$ cat src/rtl/xpc_pkg.sv
// constants shared by the crosspoint programming control
package xpc_pkg;
    localparam int NUM_OUT        = 8;
    localparam int NUM_IN         = 8;
    localparam int SEL_W          = 3;
    localparam int FIELD_W        = SEL_W + 1;
    localparam int LOAD_BITS      = NUM_OUT * FIELD_W;
    localparam int FIELD_SEL_LSB  = 0;
    localparam int FIELD_EN_POS   = 3;
    localparam logic [7:0] OUT_EN_RESET = 8'h00;
    localparam logic       SCLK_IDLE    = 1'b1;
endpackage

$ cat src/rtl/xpc_program_control.sv
// programming and reset control of an 8x8 crosspoint
// How it works
// - reset low disables every output
// - reset clears only output enables
// - shift register has no assumed initial value
// - full serial load rewrites all outputs
// - released reset restores committed enables
// - each output selects any input freely
// - 32 bits: enable then select per output
// - data sampled on shift clock falling edge
// - commit low makes latches transparent
`timescale 1ns/1ps
`default_nettype none
module xpc_program_control #(
    parameter int NUM_OUT = xpc_pkg::NUM_OUT,
    parameter int SEL_W   = xpc_pkg::SEL_W
) (
    // clock and reset
    input  wire logic                     CLK_SYS,
    input  wire logic                     SYS_RST,

    // pin level reset, active low
    input  wire logic                     RESET_N,

    // serial programming pins
    input  wire logic                     DEV_SEL_N,
    input  wire logic                     SHIFT_CLK,
    input  wire logic                     SERIAL_DATA_IN,

    // matrix update strobe, active low
    input  wire logic                     COMMIT_N,

    // matrix state
    output logic [NUM_OUT*SEL_W-1:0]      SOURCE_SELECT,
    output logic [NUM_OUT-1:0]            OUTPUT_ENABLE,

    // shift register view and daisy chain
    output logic [NUM_OUT*(SEL_W+1)-1:0]  SHIFT_STATE,
    output logic                          SERIAL_DATA_OUT
);

    // field geometry follows the parameters
    localparam int FW     = SEL_W + 1;
    localparam int LB     = NUM_OUT * FW;
    localparam int EN_POS = SEL_W;

    // the serial format is fixed, so other geometries are refused
    if (NUM_OUT != xpc_pkg::NUM_OUT) begin : g_bad_outputs
        $error("crosspoint control serves exactly 8 outputs");
    end

    if (SEL_W != xpc_pkg::SEL_W) begin : g_bad_select
        $error("crosspoint control serves exactly 3 select bits");
    end

    if (LB != xpc_pkg::LOAD_BITS) begin : g_bad_length
        $error("serial load must be exactly 32 bits long");
    end

    if (EN_POS != xpc_pkg::FIELD_EN_POS) begin : g_bad_field
        $error("enable bit must sit just above the select bits");
    end

    // shift clock edge detector
    logic                      sclk_reg;
    logic                      sclk_next;
    logic                      shift_fall;
    logic                      shift_take;

    // shift register
    logic [LB-1:0]             shift_reg;
    logic [LB-1:0]             shift_next;

    // matrix latches
    logic [LB-1:0]             latch_reg;
    logic [LB-1:0]             latch_next;
    logic                      commit_open;

    // decoded latch fields
    wire  [NUM_OUT*SEL_W-1:0]  select_field;
    wire  [NUM_OUT-1:0]        enable_field;

    // shift clock sampling
    always_comb begin
        sclk_next = SHIFT_CLK;
    end

    // resets to the idle level, so no false edge follows reset
    always_ff @(posedge CLK_SYS) begin
        if (SYS_RST) begin
            sclk_reg <= xpc_pkg::SCLK_IDLE;
        end else begin
            sclk_reg <= sclk_next;
        end
    end

    always_comb begin
        shift_fall = sclk_reg & ~SHIFT_CLK;
    end

    // a deselected device ignores the shift clock
    always_comb begin
        shift_take = shift_fall & ~DEV_SEL_N;
    end

    // shift register next value
    always_comb begin
        shift_next = shift_reg;
        // first bit ends in top field
        if (shift_take) begin
            shift_next = {shift_reg[LB-2:0], SERIAL_DATA_IN};
        end
    end

    // no reset: contents undefined until loaded
    always_ff @(posedge CLK_SYS) begin
        shift_reg <= shift_next;
    end

    // latches open while commit is low
    always_comb begin
        commit_open = ~COMMIT_N;
    end

    // latch next value
    always_comb begin
        latch_next = latch_reg;
        // whole word copied, no stale field
        if (commit_open) begin
            latch_next = shift_reg;
        end
    end

    // sampled transparency costs one clock of latency
    // latches keep their program through reset
    always_ff @(posedge CLK_SYS) begin
        latch_reg <= latch_next;
    end

    for (genvar i = 0; i < NUM_OUT; i++) begin : g_out
        wire [FW-1:0] field;

        assign field                          = latch_reg[i*FW +: FW];
        assign select_field[i*SEL_W +: SEL_W] = field[SEL_W-1:0];
        assign enable_field[i]                = field[EN_POS];
    end

    // source bits pass unchanged; a disabled output ignores them
    always_comb begin
        SOURCE_SELECT = select_field;
    end

    // reset gates enables without a clock edge
    always_comb begin
        OUTPUT_ENABLE = enable_field & {NUM_OUT{RESET_N}};
    end

    // shift register view for the controller
    always_comb begin
        SHIFT_STATE = shift_reg;
    end

    // daisy chain: top bit leaves first
    always_comb begin
        SERIAL_DATA_OUT = shift_reg[LB-1];
    end
endmodule
`default_nettype wire

$ cat config.mk
export PLATFORM = sky130hd
export DESIGN_NAME = xpc_program_control
export DESIGN_NICKNAME = d
export VERILOG_FILES = /design/src/rtl/xpc_pkg.sv /design/src/rtl/xpc_program_control.sv
export SDC_FILE = /design/constraint.sdc
export NUM_CORES = 1
export LEC_CHECK = 0
export BUFFER_PORTS_ARGS = -buffer_cell sky130_fd_sc_hd__buf_2
export CELL_PAD_IN_SITES_DETAIL_PLACEMENT = 0
export CELL_PAD_IN_SITES_GLOBAL_PLACEMENT = 2
export CORE_ASPECT_RATIO = 1.75
export CORE_MARGIN = 4
export CORE_UTILIZATION = 35
export DETAILED_ROUTE_END_ITERATION = 8
export GPL_ROUTABILITY_DRIVEN = 0
export PLACE_DENSITY_LB_ADDON = 0.1
export SETUP_SLACK_MARGIN = 0.15
export SLEW_MARGIN = 20
export SYNTH_ARGS = -nofsm -noshare
export SYNTH_HDL_FRONTEND = slang
export SYNTH_SLANG_ARGS = --single-unit
export TNS_END_PERCENT = 20
$ cat constraint.sdc
create_clock -name CLK_SYS -period 4.6 [get_ports CLK_SYS]
set_clock_uncertainty 0.15 [all_clocks]
set_input_delay 0.69 -clock CLK_SYS [delete_from_list [all_inputs] [get_ports CLK_SYS]]
set_output_delay 0.69 -clock CLK_SYS [all_outputs]
set_load 0.02 [all_outputs]
# Word-level counts from Yosys, hierarchy flattened
# Cells that the tools add are included.
# totals
word_cells,8
memories,0
out_inout_bits,65
latchBits,0
mem_bits_ro,0
mem_bits_rw,0
in_bits,7
ff_bits,65
# classes
n_eq_ne,0
n_addsub,0
n_bitwise,5
div,0
muxes,0
reduce_logical,0
shift,0
n_lt_le_gt_ge,0
n_mul,0
# ops
cell,n
$and A8 B8 Y8,1
$and A1 B1 Y1,2
$not A1 Y1,2

# Longest topological paths before layout
# Gate-level depths: netlist of the first run.
# depth
depth_word,3
mapped_depth,1
ltp_nobuf,1

# Least setup slack after synthesis of the first run
# No wires, ideal clock.
# synth_path
kind,input-to-reg
from,in SHIFT_CLK
to,"reg shift_reg[0] (netlist: SHIFT_STATE[0]), enable pin"
t_arrival_ns,3.093
setup_time_ns,0.468
path_slack_ns,0.889
cell_stages,1
t_required_ns,3.982
path_buffers,0
cell_sequence,nor3b_1
# synth_between
elab_chain_cells,3
# synth_lines
element,line_no,source
from (decl),xpc_program_control.sv:27,"input wire logic SHIFT_CLK,"
$not A1 Y1,xpc_program_control.sv:98,shift_fall = sclk_reg & ~SHIFT_CLK;
$and A1 B1 Y1,xpc_program_control.sv:98,
$and A1 B1 Y1,xpc_program_control.sv:103,shift_take = shift_fall & ~DEV_SEL_N;
to (signal assigned),xpc_program_control.sv:117,shift_reg <= shift_next;
to (decl),xpc_program_control.sv:71,logic [LB-1:0] shift_reg;
# No other way between the ends.
# A chain may end at the register's enable or synchronous reset.

# Worst setup path in the final report of the first run
# layout_path
from,in RESET_N
to,out OUTPUT_ENABLE[4]
# layout_between
elab_chain_cells,1
# layout_lines
element,line_no,source
from (decl),xpc_program_control.sv:23,"input wire logic RESET_N,"
$and A8 B8 Y8,xpc_program_control.sv:155,OUTPUT_ENABLE = enable_field & {NUM_OUT{RESET_N}};
to (decl),xpc_program_control.sv:35,"output logic [NUM_OUT-1:0] OUTPUT_ENABLE,"
# No other way between the ends.

==> impl_metrics.yaml, run 1 <==
logic_synthesis:
  synth_area_leader_cell: "edfxtp_1"
  yosysWarningCount: 0
  yosys-top-cells-count: "edfxtp_1, buf_4, and2_1"
  synthCells: 101
  syn_nets: 108
  synth_ff_type: "edfxtp_1"
  yosysSeqAreaShare_pct: 88.4
  synth_area_sq_um: 2200
  syn_area_per_cell_sq_um: 21.8
  postSynth.asyncResetShare_pct: 0
  synth_top_area_share_pct: 87.5
  synth-edff-count: 64
  synth.distinct_cells: 7
  yosysMostFrequentCell: "edfxtp_1"
  synth_seq_cells: 65
  synth_area_leaders: "edfxtp_1, buf_4, and2_1"
power_and_ir_drop:
  cellPowerDensity_nw_per_um2: 444
  total_leakage_power_nw: 1.04
  vdd_ir_drop_max_v: 0.000211
  finalPower_mw: 1.19
drt:
  num_vias: 1008
  drt_first_iter_violations: 31
  wl_per_cell_um: 14.7
  route.detailed.drc: 0
  ant_nets: 0
  wl_um: 3600
  via_per_inst: 4.11
  first_pass_iters: 2
sta:
  setup-tns-final_ns: 0
  worst_pin_slew_ns: 0.784
  setup_viol: 0
  rsz0062_at_grt: "no"
  drv_slew: 0
  hold_viol_final: 0
  relSlewSlack_pct: 47.7
  fmax_ghz: 0.500
  finalCritPeriodShare_pct: 43.5
  period_needed_ns: 2.00
cts:
  cts_buffers: 9
  cts_max_level: 3
  cts.reportedPaths.clkPinSlew_ns: 0.06
  cts_root_buffer: "clkbuf_8"
  cts_tree: "built"
  clock_insertion_delay_worst_skew_ns: 0.33
  holdBufCountCts: 0
  cts.sinks: 65
  clk_path_buf_depth: 2
  cts_resized: 0
  cts_setup_buffers: 0
worst_setup_path:
  critical_path_class: "input port to output port"
  cp.arrival_ns: 1.16
  critPathMaxFanout: 8
  critPathLaunchType: "input port"
  worstPathRequired_ns: 3.76
  worst_r2r_path_depth: 2
  endpoint_kind: "output port"
global_routing:
  grt_max_degree: 33
  grt_pass1_vias: 989
  overflow: 0
  grt_first_pass_wirelength_um: 5570
  grtUsageTotal_pct: 10.5
  grt_antenna_before_repair: 0
floorplanning:
  coreArea_sq_um: 6130
  die-width_um: 67.9
  die_y_um: 113
  io-pin-count: 72
  start_util_pct: 35.8
  dieArea_sq_um: 7660
  num_rows: 38
final_layout:
  antenna_cells: 0
  fin_nets: 167
  fill_cells: 560
  layout-drive-gt1-share_pct: 51.5
  flow.area_growth_from_synthesis_pct: 21.5
worst_hold_path:
  whs_path_depth: 0
  worst_hold_path_type: "register to register"
run:
  maxCapViolCount: 0
status:
  outcome: "finished clean"
placed_design:
  hpwl_um: 2500
  port_buffers: 71
[layout by cell type (no fill, tap or decap)]
| cell type | netlist | routed |
|---|---|---|
| buf_2 | 0 | 71 |
| bufinv_16 | 0 | 1 |
| nor3b_4 | 0 | 1 |
| clkinv_2 | 0 | 1 |
| clkbuf_8 | 0 | 9 |
| dfxtp_1 | 1 | 1 |
| edfxtp_1 | 64 | 64 |
| or2_1 | 1 | 1 |
| clkinv_1 | 0 | 3 |
| inv_1 | 1 | 1 |
| buf_4 | 25 | 2 |
| and2_1 | 8 | 8 |
| clkbuf_1 | 0 | 2 |
[per-stage QoR]
step	worst slack [ns]	area, sq um	hold WS (ns)	utilization (%)	std cells
3_5_place_dp	1.93	2480	0.307	40.5	229
5_1_grt	2.50	2670	0.348	43.5	245
3_3_place_gp	2.04	2480	0.313	40.5	229
2_1_floorplan	0.889	2200	0.456	-	101
4_1_cts	2.28	2660	0.333	43.4	245
6_report	2.60	2670	0.329	43.5	245
[critical path, cell delays in order]
cell and delay [ns]:
buf_2 0.15, and2_1 0.16, buf_2 0.15
[power by group]
part           internal [mW]  switching, mW  leakage [nW]
Clock                  0.244          0.188        0.0898
Combinational         0.0198         0.0493         0.330
Sequential             0.676        0.00925         0.619
Total                  0.940          0.246          1.04
[cells by family after synthesis]
kind of cell	synth area share [%]
flops	88.4
buf+inv	8.71
simple gates	2.90
[per-layer routing]
layer  up-vias  track usage (%)  part of all wire [%]
met2        50             15.7                    51
met5         -                0                     0
met4         0             7.97                   3.3
met1       483             11.4                    36
met3        10             4.67                    10
li1        465                -                     -
[layout make-up]
type / count / area, sq um / share of cell area (%)
Inverter: 1 / 3.75 / 0.141
Multi-Input combinational cell: 10 / 75.1 / 2.81
Sequential cell: 65 / 1940 / 72.8
Timing Repair Buffer: 73 / 370 / 13.9
Clock inverter: 5 / 46.3 / 1.73
Clock buffer: 11 / 131 / 4.92
Tap cell: 80 / 100 / 3.75
[worst paths after layout]
| path | from | slack [ns] | end |
|---|---|---|---|
| min reg2reg | SHIFT_STATE[13] | 0.33 | SHIFT_STATE[14] |
| min | SHIFT_STATE[13] | 0.33 | SHIFT_STATE[14] |
| max reg2reg | sclk_reg | 2.78 | SHIFT_STATE[26] |
| max | RESET_N | 2.60 | OUTPUT_ENABLE[4] |
No activity file was read; power rests on OpenSTA's default activity.
==> inputs of run 2 (changes only) <==
Settings changed: ABC_AREA set to 1, CORE_UTILIZATION 35 to 31.
Clock period 4.6 ns to 1.8 ns, I/O delays scaled along.
==> impl_metrics.yaml, run 2 <==
worst_setup_path:
  cpLargestDelayFamily: "flip-flops"
  worst_r2r_path_depth: 3
  r2r-end: "SHIFT_STATE[20]"
  critical_path_class: "register to output port"
  timing.critical_path.from: "SHIFT_STATE[8]"
  critPathBufInv: 1
  critPathMaxFanout: 3
  endpoint: "SHIFT_STATE[8]"
  worstPathRequired_ns: 1.38
  crit_chain: "buf_2"
  endpoint_kind: "output port"
  regToRegStartpoint: "sclk_reg"
  cpPeakStageDelay_ns: 0.43
  crit_slowest_cell: "edfxtp_1"
  r2r_setup_slack_ns: 0.55
  critPathLaunchType: "register"
  cp.arrival_ns: 0.92
  cp.depth: 1
floorplanning:
  start_util_pct: 32.1
  io-pin-count: 72
  dieArea_sq_um: 8620
  num_rows: 40
  die-width_um: 71.9
  coreArea_sq_um: 6910
  die_y_um: 120
drt:
  first_pass_iters: 3
  wl_per_cell_um: 14.2
  route.detailed.drc: 0
  wl_um: 3720
  drt_first_iter_violations: 81
  ant_nets: 0
  num_vias: 1050
  via_per_inst: 4.01
power_and_ir_drop:
  total_leakage_power_nw: 1.17
  switchingPower_mw: 0.685
  combPwrFrac_pct: 5.3
  internal_power_mw: 2.84
  p_clk_share_pct: 44.9
  vdd_ir_drop_max_v: 0.000602
  swShare_pct: 19.4
  p_seq_share_pct: 49.8
  cellPowerDensity_nw_per_um2: 1250
cts:
  cts_tree: "built"
  holdBufCountCts: 2
  cts_buffers: 9
  cts_max_level: 3
  cts_resized: 0
  cts.sinks: 65
  clk_path_buf_depth: 2
  cts_root_buffer: "clkbuf_16"
  cts_setup_buffers: 0
  cts.reportedPaths.clkPinSlew_ns: 0.05
  clock_insertion_delay_worst_skew_ns: 0.31
final_layout:
  fin_nets: 180
  final_cells: 262
  final_cell_mix: "buf_2, edfxtp_1, inv_1"
  antenna_cells: 0
  flow.area_growth_from_synthesis_pct: 27.5
  final_common_cell: "buf_2"
  layout-drive-gt1-share_pct: 48.9
  fill_cells: 653
logic_synthesis:
  yosys-top-cells-count: "edfxtp_1, buf_4, inv_1"
  synth-edff-count: 64
  synth_area_sq_um: 2220
  syn_area_per_cell_sq_um: 19.8
  synthCells: 112
  synth_ff_type: "edfxtp_1"
  yosysWarningCount: 0
  yosysSeqAreaShare_pct: 87.6
  synth_seq_cells: 65
  postSynth.asyncResetShare_pct: 0
  syn_nets: 119
  yosysMostFrequentCell: "edfxtp_1"
  synth_area_leader_cell: "edfxtp_1"
  synth_top_area_share_pct: 86.7
  synth.distinct_cells: 8
  synth_area_leaders: "edfxtp_1, buf_4, inv_1"
sta:
  drv_slew: 0
  layout_setup_ws_ns: 0.455
  period_needed_ns: 1.34
  hold_viol_final: 0
  setup_viol: 0
  rsz0062_at_grt: "no"
  fmax_ghz: 0.744
  setup-tns-final_ns: 0
  finalCritPeriodShare_pct: 74.7
  relSlewSlack_pct: 80.3
  worst_pin_slew_ns: 0.296
status:
  outcome: "finished clean"
global_routing:
  grt_first_pass_wirelength_um: 5870
  grt_max_degree: 33
  grt_antenna_before_repair: 0
  grtUsageTotal_pct: 9.50
  overflow: 0
  grt_pass1_vias: 1049
placed_design:
  hpwl_um: 2530
  dp_worst_setup_slack_ns: 0.412
  port_buffers: 71
  numPlacedInstances: 244
worst_hold_path:
  worst_hold_path_type: "input port to register"
  hp-start: "SHIFT_CLK"
run:
  maxCapViolCount: 0
==> run 2: cell type report <==
type                       instances  area [sq um]  share of cell area, %
multi-input combinational         11          51.3                   1.82
tap                               84           105                   3.72
clock buffer                      11           233                   8.24
sequential                        65          1940                   68.7
timing repair buffer              76           410                   14.5
inverter                          10          37.5                   1.33
clock inverter                     5          46.3                   1.64
==> run 2: power by group through the flow <==
stage               Clock, mW  Sequential (mW)  Combinational, mW
finish                   1.58             1.75              0.188
floorplan                   0             1.81              0.108
global route             1.73             1.76              0.202
CTS                      1.66             1.76              0.193
detailed placement          0             1.78              0.190
global placement            0             1.78              0.188
==> run 2: stage by stage <==
| stage | total power [mW] | hold slack [ns] | area (sq um) | utilization [%] |
|---|---|---|---|---|
| final | 3.52 | 0.0250 | 2830 | 40.9 |
| after detailed placement | 1.97 | 0.299 | 2530 | 36.6 |
| after global placement | 1.97 | 0.297 | 2530 | 36.6 |
| after global routing | 3.70 | 0.0222 | 2830 | 40.9 |
| after floorplan | 1.92 | 0.219 | 2220 | - |
| after CTS | 3.60 | 0.00517 | 2830 | 40.9 |
==> run 2: kinds of logic after synthesis <==
group,count (synthesis),synth area share (%)
flip-flops,65,87.6
AND/OR/NAND/NOR,11,1.98
buffers and inverters,36,10.4
==> run 2: how the worst min path moves through the flow <==
stage / end / slack (ns) / cells after the start
after detailed placement: SHIFT_STATE[0] / 0.30 / 1
after CTS: sclk_reg / 0.005 / 2
after floorplan: SHIFT_STATE[0] / 0.22 / 0
after global routing: sclk_reg / 0.02 / 2
final: sclk_reg / 0.03 / 2
after global placement: SHIFT_STATE[0] / 0.30 / 1
==> run 2: routing by layer <==
layer | vias to the layer above | global-route usage, % | share of wire (%)
met1 | 497 | 11.4 | 39
met2 | 52 | 13.9 | 49
met3 | 9 | 3.69 | 9.3
met5 | - | 0 | 0
li1 | 492 | - | -
met4 | 0 | 6.35 | 2.8
